### src/monitor_irq_pkg.sv
package monitor_irq_pkg;
  localparam int          CLK_HZ        = 50_000_000;
  localparam int          PULSE_MS      = 20;
  localparam int          PULSE_CYCLES  = CLK_HZ / 1000 * PULSE_MS;
  localparam int          RAM_DEPTH     = 32;
  localparam logic [7:0]  CFG_RESET     = 8'h08;
  localparam logic [7:0]  NMASK2_RESET  = 8'h40;
  localparam logic [7:0]  HYST_THERMO   = 8'h7F;
  localparam int          CFG_START     = 0;
  localparam int          CFG_SMI_EN    = 1;
  localparam int          CFG_NMI_EN    = 2;
  localparam int          CFG_INT_CLR   = 3;
  localparam int          CFG_RST_PULSE = 4;
  localparam int          CFG_NMI_SEL   = 5;
  localparam int          CFG_PWR_HOLD  = 6;
  localparam int          BIT_HI        = 7;
  localparam logic [6:0]  IDX_CFG       = 7'h40;
  localparam logic [6:0]  IDX_STAT1     = 7'h41;
  localparam logic [6:0]  IDX_STAT2     = 7'h42;
  localparam logic [6:0]  IDX_SMASK1    = 7'h43;
  localparam logic [6:0]  IDX_SMASK2    = 7'h44;
  localparam logic [6:0]  IDX_NMASK1    = 7'h45;
  localparam logic [6:0]  IDX_NMASK2    = 7'h46;
  localparam int          ST2_TEMP      = 0;
  localparam int          ST2_ALERT     = 1;
  localparam int          ST2_INTRUDE   = 2;
  localparam int          ST2_CHAIN     = 3;
  localparam int          ST2_OVF       = 4;

  typedef enum logic [1:0] {
    TEMP_ARMED = 2'b00,
    TEMP_HOT   = 2'b01,
    TEMP_COLD  = 2'b10
  } temp_state_type;

  // Host data-port access already decoded by the bus front end.
  typedef struct packed {
    logic       rd;
    logic       wr;
    logic [6:0] idx;
    logic [7:0] wdata;
  } host_req_type;

  // One completed monitoring-loop measurement.
  typedef struct packed {
    logic       valid;
    logic [7:0] temp;
    logic [7:0] overtemp_setpoint;
    logic [7:0] hysteresis_setpoint;
    logic [7:0] limit_flags1;
    logic [2:0] limit_flags2;
  } measure_type;
endpackage

### src/monitor_interrupt_and_control.sv
module monitor_interrupt_and_control #(
  parameter int PULSE_LEN = monitor_irq_pkg::PULSE_CYCLES
) (
  // Clock and reset
  input  wire logic                          clk_i,
  input  wire logic                          rst_i,
  // Host register access and selftest port
  input  wire monitor_irq_pkg::host_req_type host_req_i,
  input  wire logic                          selftest_code_wr_i,
  input  wire logic [7:0]                    selftest_code_i,
  output logic [7:0]                         host_rdata_o,
  output logic [6:0]                         next_idx_o,
  // Monitoring loop
  input  wire monitor_irq_pkg::measure_type  measure_i,
  output logic                               loop_halt_o,
  // External interrupt pins
  input  wire logic                          board_temp_alert_in_n_i,
  input  wire logic                          chassis_intrusion_i,
  input  wire logic                          chained_mgmt_irq_in_n_i,
  // Interrupt outputs
  output logic                               host_irq_n_o,
  output logic                               sys_mgmt_irq_out_n_o,
  input  wire logic                          sys_mgmt_irq_pin_i,
  // Open-drain controls, enable low while driving
  output logic                               intrusion_clr_oe_n_o,
  output logic                               power_hold_oe_n_o,
  output logic                               reset_oe_n_o,
  // Tree test
  input  wire logic                          tree_in_i,
  output logic                               tree_float_o,
  output logic                               tree_test_out_o
);
  import monitor_irq_pkg::*;

  logic [7:0]     cfg;
  logic [7:0]     stat1;
  logic [7:0]     stat2;
  logic [7:0]     smask1;
  logic [7:0]     smask2;
  logic [7:0]     nmask1;
  logic [7:0]     nmask2;
  logic [7:0]     ram [RAM_DEPTH];
  logic [5:0]     wr_ptr;
  logic [4:0]     rd_ptr;
  logic [1:0]     alert_sync;
  logic [1:0]     intr_sync;
  logic [1:0]     chain_sync;
  logic [1:0]     mgmt_sync;
  logic [1:0]     tree_sync;
  logic [31:0]    intr_cnt;
  logic [31:0]    rst_cnt;
  logic           cfg_written;
  logic           ram_ovf;
  temp_state_type temp_state;
  logic           temp_event;
  logic           host_any;
  logic           mgmt_any;
  logic           upd;
  logic           rd1;
  logic           rd2;
  logic           temp_over;
  logic           temp_under;
  logic [7:0]     stat2_set;

  // Decode used only for the index advance; the clear-on-read path decodes rd1 and rd2 itself.
  function automatic logic is_pair_low(input logic [6:0] idx);
    return idx == IDX_STAT1 || idx == IDX_SMASK1 || idx == IDX_NMASK1;
  endfunction

  assign upd = measure_i.valid && !cfg[CFG_INT_CLR];
  assign rd1 = host_req_i.rd && host_req_i.idx == IDX_STAT1;
  assign rd2 = host_req_i.rd && host_req_i.idx == IDX_STAT2;

  // Both readings are two's complement with one degree per LSB, so compare signed.
  assign temp_over  = $signed(measure_i.temp) > $signed(measure_i.overtemp_setpoint);
  assign temp_under = $signed(measure_i.temp) < $signed(measure_i.hysteresis_setpoint);

  // Pin synchronisers: first stage feeds only the second.
  always_ff @(posedge clk_i) begin
    alert_sync <= {alert_sync[0], board_temp_alert_in_n_i};
    intr_sync  <= {intr_sync[0], chassis_intrusion_i};
    chain_sync <= {chain_sync[0], chained_mgmt_irq_in_n_i};
    mgmt_sync  <= {mgmt_sync[0], sys_mgmt_irq_pin_i};
    tree_sync  <= {tree_sync[0], tree_in_i};
  end

  // Temperature comparator. Hot means the setpoint was crossed, and the next
  // event then waits for the reading to fall under the hysteresis setpoint.
  always_ff @(posedge clk_i) begin
    if (rst_i) begin
      temp_state <= TEMP_ARMED;
    end else if (upd) begin
      if (measure_i.hysteresis_setpoint == HYST_THERMO) begin
        temp_state <= TEMP_ARMED;
      end else begin
        case (temp_state)
          TEMP_ARMED: begin
            if (temp_over) begin
              temp_state <= TEMP_HOT;
            end
          end
          TEMP_HOT: begin
            if (temp_under) begin
              temp_state <= TEMP_COLD;
            end
          end
          TEMP_COLD: begin
            if (temp_over) begin
              temp_state <= TEMP_HOT;
            end
          end
          default: temp_state <= TEMP_ARMED;
        endcase
      end
    end
  end

  // Event for this measurement: thermostat mode re-fires every cycle while hot,
  // and stops on the first cycle at or below the setpoint.
  always_comb begin
    temp_event = 1'b0;
    if (measure_i.hysteresis_setpoint == HYST_THERMO) begin
      temp_event = temp_over;
    end else if (temp_state == TEMP_ARMED || temp_state == TEMP_COLD) begin
      temp_event = temp_over;
    end else begin
      temp_event = temp_under;
    end
  end

  // Status registers: clear on read, but a same-cycle update wins.
  always_ff @(posedge clk_i) begin
    if (rst_i) begin
      stat1 <= 8'h00;
    end else begin
      stat1 <= (rd1 ? 8'h00 : stat1) | (upd ? measure_i.limit_flags1 : 8'h00);
    end
  end

  // Events of one measurement; the top three bits carry the second limit group.
  assign stat2_set = {measure_i.limit_flags2, ram_ovf, !chain_sync[1], intr_sync[1],
                      !alert_sync[1], temp_event};

  // Status two clears on its own read. The host acknowledges the temperature
  // event through status one, so that read drops the temperature bit as well.
  always_ff @(posedge clk_i) begin
    if (rst_i) begin
      stat2 <= 8'h00;
    end else if (rd2) begin
      stat2 <= upd ? stat2_set : 8'h00;
    end else if (rd1) begin
      stat2 <= (stat2 & ~(8'h01 << ST2_TEMP)) | (upd ? stat2_set : 8'h00);
    end else begin
      stat2 <= stat2 | (upd ? stat2_set : 8'h00);
    end
  end

  // Configuration and mask registers. A host write wins over the self-clear of
  // the reset pulse bit, so software can always re-arm the pulse.
  always_ff @(posedge clk_i) begin
    if (rst_i) begin
      cfg         <= CFG_RESET;
      cfg_written <= 1'b0;
    end else begin
      if (host_req_i.wr && host_req_i.idx == IDX_CFG) begin
        cfg         <= host_req_i.wdata;
        cfg_written <= 1'b1;
      end else if (rst_cnt == 32'd1) begin
        cfg[CFG_RST_PULSE] <= 1'b0;
      end
    end
  end

  always_ff @(posedge clk_i) begin
    if (rst_i) begin
      smask1 <= 8'h00;
      smask2 <= 8'h00;
      nmask1 <= 8'h00;
      nmask2 <= NMASK2_RESET;
    end else begin
      if (host_req_i.wr && host_req_i.idx == IDX_SMASK1) begin
        smask1 <= host_req_i.wdata;
      end
      if (host_req_i.wr && host_req_i.idx == IDX_SMASK2) begin
        smask2 <= host_req_i.wdata;
      end
      if (host_req_i.wr && host_req_i.idx == IDX_NMASK1) begin
        nmask1 <= host_req_i.wdata;
      end
      // The top host mask bit is a command, not a mask, and clears itself.
      if (host_req_i.wr && host_req_i.idx == IDX_NMASK2) begin
        nmask2 <= host_req_i.wdata;
      end else if (intr_cnt == 32'd1) begin
        nmask2[BIT_HI] <= 1'b0;
      end
    end
  end

  // Chassis intrusion clear pulse. The command bit drops on the last count,
  // so the counter sees it low when it reaches zero and cannot re-trigger.
  always_ff @(posedge clk_i) begin
    if (rst_i) begin
      intr_cnt <= 32'd0;
    end else if (intr_cnt != 32'd0) begin
      intr_cnt <= intr_cnt - 32'd1;
    end else if (nmask2[BIT_HI]) begin
      intr_cnt <= 32'(PULSE_LEN);
    end
  end

  // Reset output pulse; the count is only started when the output is enabled.
  always_ff @(posedge clk_i) begin
    if (rst_i) begin
      rst_cnt <= 32'd0;
    end else if (rst_cnt != 32'd0) begin
      rst_cnt <= rst_cnt - 32'd1;
    end else if (cfg[CFG_RST_PULSE] && smask2[BIT_HI]) begin
      rst_cnt <= 32'(PULSE_LEN);
    end
  end

  // Selftest code RAM; the write pointer sticks one past the end.
  always_ff @(posedge clk_i) begin
    if (rst_i) begin
      wr_ptr  <= 6'h00;
      ram_ovf <= 1'b0;
    end else begin
      if (upd) begin
        ram_ovf <= 1'b0;
      end
      if (selftest_code_wr_i) begin
        if (wr_ptr < 6'(RAM_DEPTH)) begin
          wr_ptr <= wr_ptr + 6'h01;
        end else begin
          ram_ovf <= 1'b1;
        end
      end
    end
  end

  always_ff @(posedge clk_i) begin
    if (selftest_code_wr_i && wr_ptr < 6'(RAM_DEPTH)) begin
      ram[wr_ptr[4:0]] <= selftest_code_i;
    end
  end

  // The read pointer is separate from the write pointer and wraps after the last word.
  always_ff @(posedge clk_i) begin
    if (rst_i) begin
      rd_ptr <= 5'h00;
    end else if (host_req_i.rd && host_req_i.idx < 7'(RAM_DEPTH)) begin
      rd_ptr <= rd_ptr + 5'h01;
    end
  end

  // Read data and index advance.
  always_ff @(posedge clk_i) begin
    if (rst_i) begin
      host_rdata_o <= 8'h00;
      next_idx_o   <= 7'h00;
    end else if (host_req_i.rd || host_req_i.wr) begin
      next_idx_o <= is_pair_low(host_req_i.idx) ? host_req_i.idx + 7'h01
                                                : host_req_i.idx;
      // Unmapped indexes read as zero.
      if (host_req_i.idx < 7'(RAM_DEPTH)) begin
        host_rdata_o <= ram[rd_ptr];
      end else if (host_req_i.idx == IDX_CFG) begin
        host_rdata_o <= cfg;
      end else if (host_req_i.idx == IDX_STAT1) begin
        host_rdata_o <= stat1;
      end else if (host_req_i.idx == IDX_STAT2) begin
        host_rdata_o <= stat2;
      end else if (host_req_i.idx == IDX_SMASK1) begin
        host_rdata_o <= smask1;
      end else if (host_req_i.idx == IDX_SMASK2) begin
        host_rdata_o <= smask2;
      end else if (host_req_i.idx == IDX_NMASK1) begin
        host_rdata_o <= nmask1;
      end else if (host_req_i.idx == IDX_NMASK2) begin
        host_rdata_o <= nmask2;
      end else begin
        host_rdata_o <= 8'h00;
      end
    end
  end

  // The top bit of status two never reaches either line: its host mask bit is
  // the intrusion clear command, and both lines treat it alike.
  assign host_any = |(stat1 & ~nmask1) || |(stat2 & ~nmask2 & 8'h7F);
  assign mgmt_any = |(stat1 & ~smask1) || |(stat2 & ~smask2 & 8'h7F);

  // Interrupt outputs. The host line mode bit selects a held level or a
  // single-cycle strobe on a new assertion.
  logic host_prev;
  always_ff @(posedge clk_i) begin
    if (rst_i) begin
      host_irq_n_o         <= 1'b1;
      sys_mgmt_irq_out_n_o <= 1'b1;
      host_prev            <= 1'b0;
      loop_halt_o          <= 1'b1;
    end else begin
      host_prev   <= host_any;
      loop_halt_o <= cfg[CFG_INT_CLR];
      if (cfg[CFG_INT_CLR]) begin
        host_irq_n_o         <= 1'b1;
        sys_mgmt_irq_out_n_o <= 1'b1;
      end else begin
        host_irq_n_o <= !(cfg[CFG_NMI_EN] && host_any
                          && (!cfg[CFG_NMI_SEL] || !host_prev));
        sys_mgmt_irq_out_n_o <= !(cfg[CFG_SMI_EN] && mgmt_any);
      end
    end
  end

  // Open-drain drivers and tree test. The float request is honoured only before
  // the first configuration write; any configuration write releases the pins for good.
  always_ff @(posedge clk_i) begin
    if (rst_i) begin
      intrusion_clr_oe_n_o <= 1'b1;
      power_hold_oe_n_o    <= 1'b1;
      reset_oe_n_o         <= 1'b1;
      tree_float_o         <= 1'b0;
      tree_test_out_o      <= 1'b0;
    end else begin
      intrusion_clr_oe_n_o <= intr_cnt == 32'd0;
      power_hold_oe_n_o    <= !cfg[CFG_PWR_HOLD];
      reset_oe_n_o         <= rst_cnt == 32'd0;
      if (!cfg_written && !cfg[CFG_START] && cfg[CFG_INT_CLR] && !mgmt_sync[1]) begin
        tree_float_o <= 1'b1;
      end else if (cfg_written) begin
        tree_float_o <= 1'b0;
      end
      tree_test_out_o <= !tree_sync[1];
    end
  end
endmodule

### config.mk
export PLATFORM = sky130hd
export DESIGN_NAME = monitor_interrupt_and_control
export DESIGN_NICKNAME = d
export VERILOG_FILES = /design/src/monitor_irq_pkg.sv /design/src/monitor_interrupt_and_control.sv
export SDC_FILE = /design/constraint.sdc
export NUM_CORES = 1
export LEC_CHECK = 0
export ABC_AREA = 0
export BUFFER_PORTS_ARGS = -buffer_cell sky130_fd_sc_hd__buf_2
export CAP_MARGIN = 10
export CORE_MARGIN = 10
export CORE_UTILIZATION = 55
export CTS_CLUSTER_DIAMETER = 120
export DETAILED_ROUTE_END_ITERATION = 12
export PLACE_DENSITY = 0.74
export SLEW_MARGIN = 10
export SYNTH_ARGS = -nofsm -noshare
export SYNTH_HDL_FRONTEND = slang
export SYNTH_SLANG_ARGS = --single-unit
### constraint.sdc
create_clock -name clk_i -period 2.6 [get_ports clk_i]
set_input_delay 0.65 -clock clk_i [delete_from_list [all_inputs] [get_ports clk_i]]
set_output_delay 0.65 -clock clk_i [all_outputs]
set_load 0.005 [all_outputs]
[Yosys cells after proc, flatten, opt, wreduce, memory -nomap -nowiden]
Memory sizes are Yosys's and may differ from the RTL's. A register that Yosys moved wholly into a read port is not among the register bits.
Cells that the tools add are included.
Cells by class
  add/subtract/negate cells: 5
  multiply operators: 0
  div/mod/pow operators: 0
  order comparisons: 4
  equality and inequality tests: 14
  shift operators: 0
  mux-type cells: 37
  bitwise operators: 11
  reduce and logical (&&, ||, !) cells: 54
Operators by type and width (number)
  $mux 32: 4
  $mux 8: 13
  $eq 32x1->1 const B: 2
  $logic_not 32->1: 2
  $reduce_bool 32->1: 2
  $sub 32x1->32 const B: 2
  $eq 7x7->1 const B: 7
  $or 8x8->8: 3
  $logic_and 1x1->1: 17
  $and 8x8->8: 2
  $not 8->8: 2
  $reduce_or 8->1: 2
  $and 7x7->7: 2
  $not 7->7: 2
  $reduce_or 7->1: 2
  $mux 1: 13
  $logic_not 1->1: 12
  $mux 5: 2
  $reduce_bool 2->1: 5
  $eq 8x7->1 const B: 1
  $gt 8x8->1: 1
  $lt 8x8->1: 1
  $add 7x1->7 const B: 1
  $logic_or 1x1->1: 7
  15 further kinds: 18
Word-level totals
  register bits after elaboration: 169
  bits in latches: 0
  RAM bits: 256
  memory bits (read-only): 0
  bits of input ports: 69
  memories: 1
Memory list
  ram: depth 32, bits a word 8, rd ports 1, clocked after Yosys merged registers in 1, write ports 1, line monitor_interrupt_and_control.sv:42  | logic [7:0] ram [RAM_DEPTH];

[Depth between registers and ports, before layout]
  word-level depth: 9
  mapped depth: 10
  depth with buffers taken out: 8

[Worst setup path after synthesis]
Ideal clock, no wire load.
  path type: input-to-reg
  start point: input host_req_i[11] in the netlist's numbering
  end point: register nmask2[6]
  arrival: 2.451 ns
  required time: 2.480 ns
  path slack: 0.029 ns
  stages: 5
  buffers on the path: 1
  path through: nor4b_1 and2_1 clkbuf_1 nand3_1 a211o_1
Between the ends
  cells in the longest elaborated chain, start to end: 2
RTL lines
  start: declaration: line monitor_interrupt_and_control.sv:8  | input wire monitor_irq_pkg::host_req_type host_req_i,
  $eq 7x7->1: line monitor_interrupt_and_control.sv:191  | if (host_req_i.wr && host_req_i.idx == IDX_NMASK2) begin
  $logic_and 1x1->1: line monitor_interrupt_and_control.sv:191
  end signal: assignment: line monitor_interrupt_and_control.sv:192  | nmask2 <= host_req_i.wdata;
  end: declaration: line monitor_interrupt_and_control.sv:41  | logic [7:0] nmask2;
No other way between the ends.
A chain may end at the register's enable or synchronous reset.

[Worst setup path after layout]
  start point: register rst_cnt[16]
  end point: register rst_cnt[9]
Between the ends
  cells in the longest elaborated chain, start to end: 2
RTL lines
  start: declaration: line monitor_interrupt_and_control.sv:51  | logic [31:0] rst_cnt;
  start signal: assignment: line monitor_interrupt_and_control.sv:216  | rst_cnt <= rst_cnt - 32'd1;
  start signal: assignment: line monitor_interrupt_and_control.sv:218  | rst_cnt <= 32'(PULSE_LEN);
  $reduce_bool 32->1 *: line monitor_interrupt_and_control.sv:215  | end else if (rst_cnt != 32'd0) begin
  $mux 32 or $reduce_bool 2->1 (tied branches)
Every way passes the cells marked *; elsewhere a longest branch is shown, timed or not.

==> Implementation_results.wiki <==
{| class="wikitable"
! Metric !! Value
|-
| Result of the run || completed
|-
| Worst-Skew Late Latency || 0.57 ns
|-
| Slowest stage cell on the critical path || or4_1
|-
| Largest net degree at the start of global routing || 74
|-
| Post-CTS Setup Bufs || 0
|-
| Final cycle utilization of the critical path || 93.3%
|-
| Total die area || 40,600 µm²
|-
| Cell total after placement || 1,963
|-
| Max-cap violation count || 0
|-
| P_leak || 7.49 nW
|-
| Post-route insts no fill || 2,045
|-
| Buffer cell driving the clock tree root || clkbuf_16
|-
| Clock buffers created by TritonCTS || 44
|-
| Length of the first detailed-routing pass in iterations || 5
|-
| Buffers added on ports || 91
|-
| Post-synthesis adder-cell area fraction || 2.07%
|-
| Leading cell types by total area after synthesis || edfxtp_1, dfxtp_1, mux4_2
|-
| Type of the worst setup path || reg -> reg
|-
| Syn_area_per_cell || 12.8 µm²
|-
| Share of the yosys chip area belonging to registers || 61.6%
|-
| Crit-path max FO || 8
|-
| Final routed wirelength across all metal layers || 43.8 mm
|-
| Path length in cells of the critical path || 7
|-
| Worst hold-check path type || in -> reg
|-
| Number of nets in the synthesized netlist || 1,519
|-
| GRT Total Usage || 21.2%
|-
| Sequential cell area in the final layout || 11,200 µm²
|-
| Routed via count || 12,164
|-
| Cell area after synthesis || 18,100 µm²
|-
| Hold Violations, Final || 0
|-
| DP HPWL || 29.5 mm
|-
| Kind of cell adding the most delay to the critical path || simple AND/OR/NAND/NOR gates
|-
| Cts hold-fix bufs || 0
|-
| Placeable core region || 32,500 µm²
|-
| Non-Filler Cell Area, Final || 21,100 µm²
|-
| Fraction of synthesized area in multiplexers || 10.4%
|-
| Maximum single-stage delay on the critical path || 0.70 ns
|-
| Area taken by multi-input logic gates || 6450 µm²
|-
| Wl on met1 || 18.8 mm
|-
| Count of cell types in the netlist || 72
|-
| Commonest cells after routing, fill and taps aside || edfxtp_1, nor2_1, dfxtp_1, buf_2, buf_4
|-
| Detail-routed via count per cell || 5.95
|-
| Upper clock frequency limit || 412 MHz
|-
| Cell area reported after detailed placement || 19,500 µm²
|-
| Clock sink count || 430
|-
| Minimum clock period || 2.43 ns
|-
| First-pass GRT wire length || 68.8 mm
|-
| Area leader, netlist || edfxtp_1
|-
| Final antenna-violating net count || 0
|-
| Worst setup margin || 0.173 ns
|-
| Clock tree from TritonCTS || built
|-
| Final core utilization || 64.8%
|-
| Required @ worst endpoint || 3.08 ns
|-
| Row Count || 66
|-
| Worst voltage drop across the vdd grid || 0.000775 V
|-
| I/O pin cnt || 92
|-
| Area fraction of the dominant cell type after synthesis || 42.4%
|-
| Compound-cell area share of the yosys netlist || 7.88%
|-
| Post-Place Worst Slack || -0.0266 ns
|-
| Clock-pin slew on the worst setup and hold paths || 0.06 ns
|-
| Total of endpoints with negative setup slack in the final report || 0
|-
| Fraction of final layout cells sized beyond drive strength 1 || 21.1%
|-
| Die extent in x || 202 µm
|-
| Starting density of the core || 55.7%
|-
| H-tree lvl count || 2
|-
| Most frequently used flop master after synthesis || edfxtp_1
|-
| CP Data Arrival Time || 2.90 ns
|-
| Ys Warns || 0
|-
| #FFs+latches synth || 430
|-
| Global placement routability congestion || 0.926
|-
| Synthesized instance count || 1,420
|-
| Number of DRC markers in iteration 0 || 1,114
|-
| Headroom to the max-slew limit || 49.4%
|-
| Total congestion overflow || 0
|-
| Relative area change from synthesis to final layout || 16.3%
|-
| Average wire per standard cell || 21.4 µm
|-
| Drc violations || 0
|-
| Async set or reset register ratio after synthesis || 0%
|-
| Detail Route met2 WL || 20.8 mm
|-
| Highest metal layer with signal wires || met4
|-
| Post-cts sizing count || 0
|-
| CP Launch Type || flop
|-
| Synth Area in XOR/XNOR || 2.22%
|-
| Layout fillers || 2,457
|-
| Die height || 202 µm
|-
| Most common cell after layout, fill and taps aside || edfxtp_1
|-
| Initial antenna violation count || 0
|-
| Power density over the cells || 895 nW/µm²
|-
| Worst R2R Path Depth || 7
|-
| # diodes || 0
|-
| Unrepaired setup endpoints after global routing || no
|-
| Number of enable-type register cells in the synthesized netlist || 256
|-
| Number of buffers on the longest clock path || 3
|-
| Total Nets Final || 1,667
|-
| Crit path cell chain || or3_1 > or4_1 > nor4_4 > buf_4 > nor2_1 > o21a_1 > a211oi_1
|-
| Simple-gate share of the synthesized area || 13.0%
|-
| Worst Clk Skew || 0.0131 ns
|-
| Total power || 18.9 mW
|-
| WHS Path Cells || 1
|-
| Total buffers and inverters traversed by the critical path || 1
|-
| Tightest Pin Transition || 0.739 ns
|-
| Number of global-route vias before repair || 11,955
|-
| Dominant combinational cell family by area after synthesis || simple AND/OR/NAND/NOR gates
|-
| Total met3 wirelength after detailed routing || 3.11 mm
|-
| Kind of capture point of the worst setup path || flop
|-
| Final Max Slew Viols || 0
|}
==> cell usage after synthesis (23+ instances only) <==
cell type / count
a211oi_1: 25
a21oi_1: 51
clkbuf_1: 57
dfxtp_1: 174
edfxtp_1: 256
ha_1: 30
inv_1: 47
mux2i_1: 34
mux4_2: 65
nand2_1: 67
nand3_1: 34
nor2_1: 199
nor3_1: 34
nor4_1: 23
o21ai_0: 31
o22ai_1: 24
xnor2_1: 23
xor2_1: 23
==> routing by layer <==
metal	vias up	GRT usage [%]
li1	5645	-
met4	0	7.28
met3	83	3.68
met1	5984	28.9
met2	452	33.8
met5	-	0
==> worst paths after layout <==
| path | from | endpoint | slack [ns] |
|---|---|---|---|
| worst max-delay path | rst_cnt[16] | rst_cnt[9] | 0.17 |
| worst min-delay path | chained_mgmt_irq_in_n_i | chain_sync[0] | 0.19 |
| worst max register to register | rst_cnt[16] | rst_cnt[9] | 0.17 |
| worst min register to register | alert_sync[0] | alert_sync[1] | 0.33 |
==> through the flow <==
step,setup TNS (ns),hold slack [ns]
floorplan,0,0.310
global placement,0,0.311
detailed placement,-0.0666,0.312
CTS,0,0.167
global route,0,0.171
finish,0,0.187
==> registers in the layout, summed over array words and instances (netlist names), 5 cells and up, named ones only <==
register      cells
host_rdata_o      8
rd_ptr            5
nmask2            8
stat2             8
cfg               8
ram             256
smask1            8
nmask1            8
next_idx_o        7
wr_ptr            6
intr_cnt         32
rst_cnt          32
stat1             8
smask2            8
==> layout make-up <==
type | instances | share of cell area [%]
Sequential cell | 430 | 53.0
Multi-Input combinational cell | 869 | 30.6
Timing Repair Buffer | 176 | 5.77
Clock buffer | 60 | 5.75
Tap cell | 442 | 2.62
Clock inverter | 21 | 1.36
Inverter | 47 | 0.837
==> report_power, final <==
part | internal [mW] | switching [mW]
Clock | 3.88 | 2.59
Sequential | 7.71 | 0.484
Combinational | 1.80 | 2.41
==> cell families after synthesis <==
logic type | Yosys count
simple gates | 475
flops | 430
xor+xnor | 46
compound gates | 212
fa+ha+maj | 30
buf+inv | 121
mux | 106
Power figures use the tool's default switching activity.
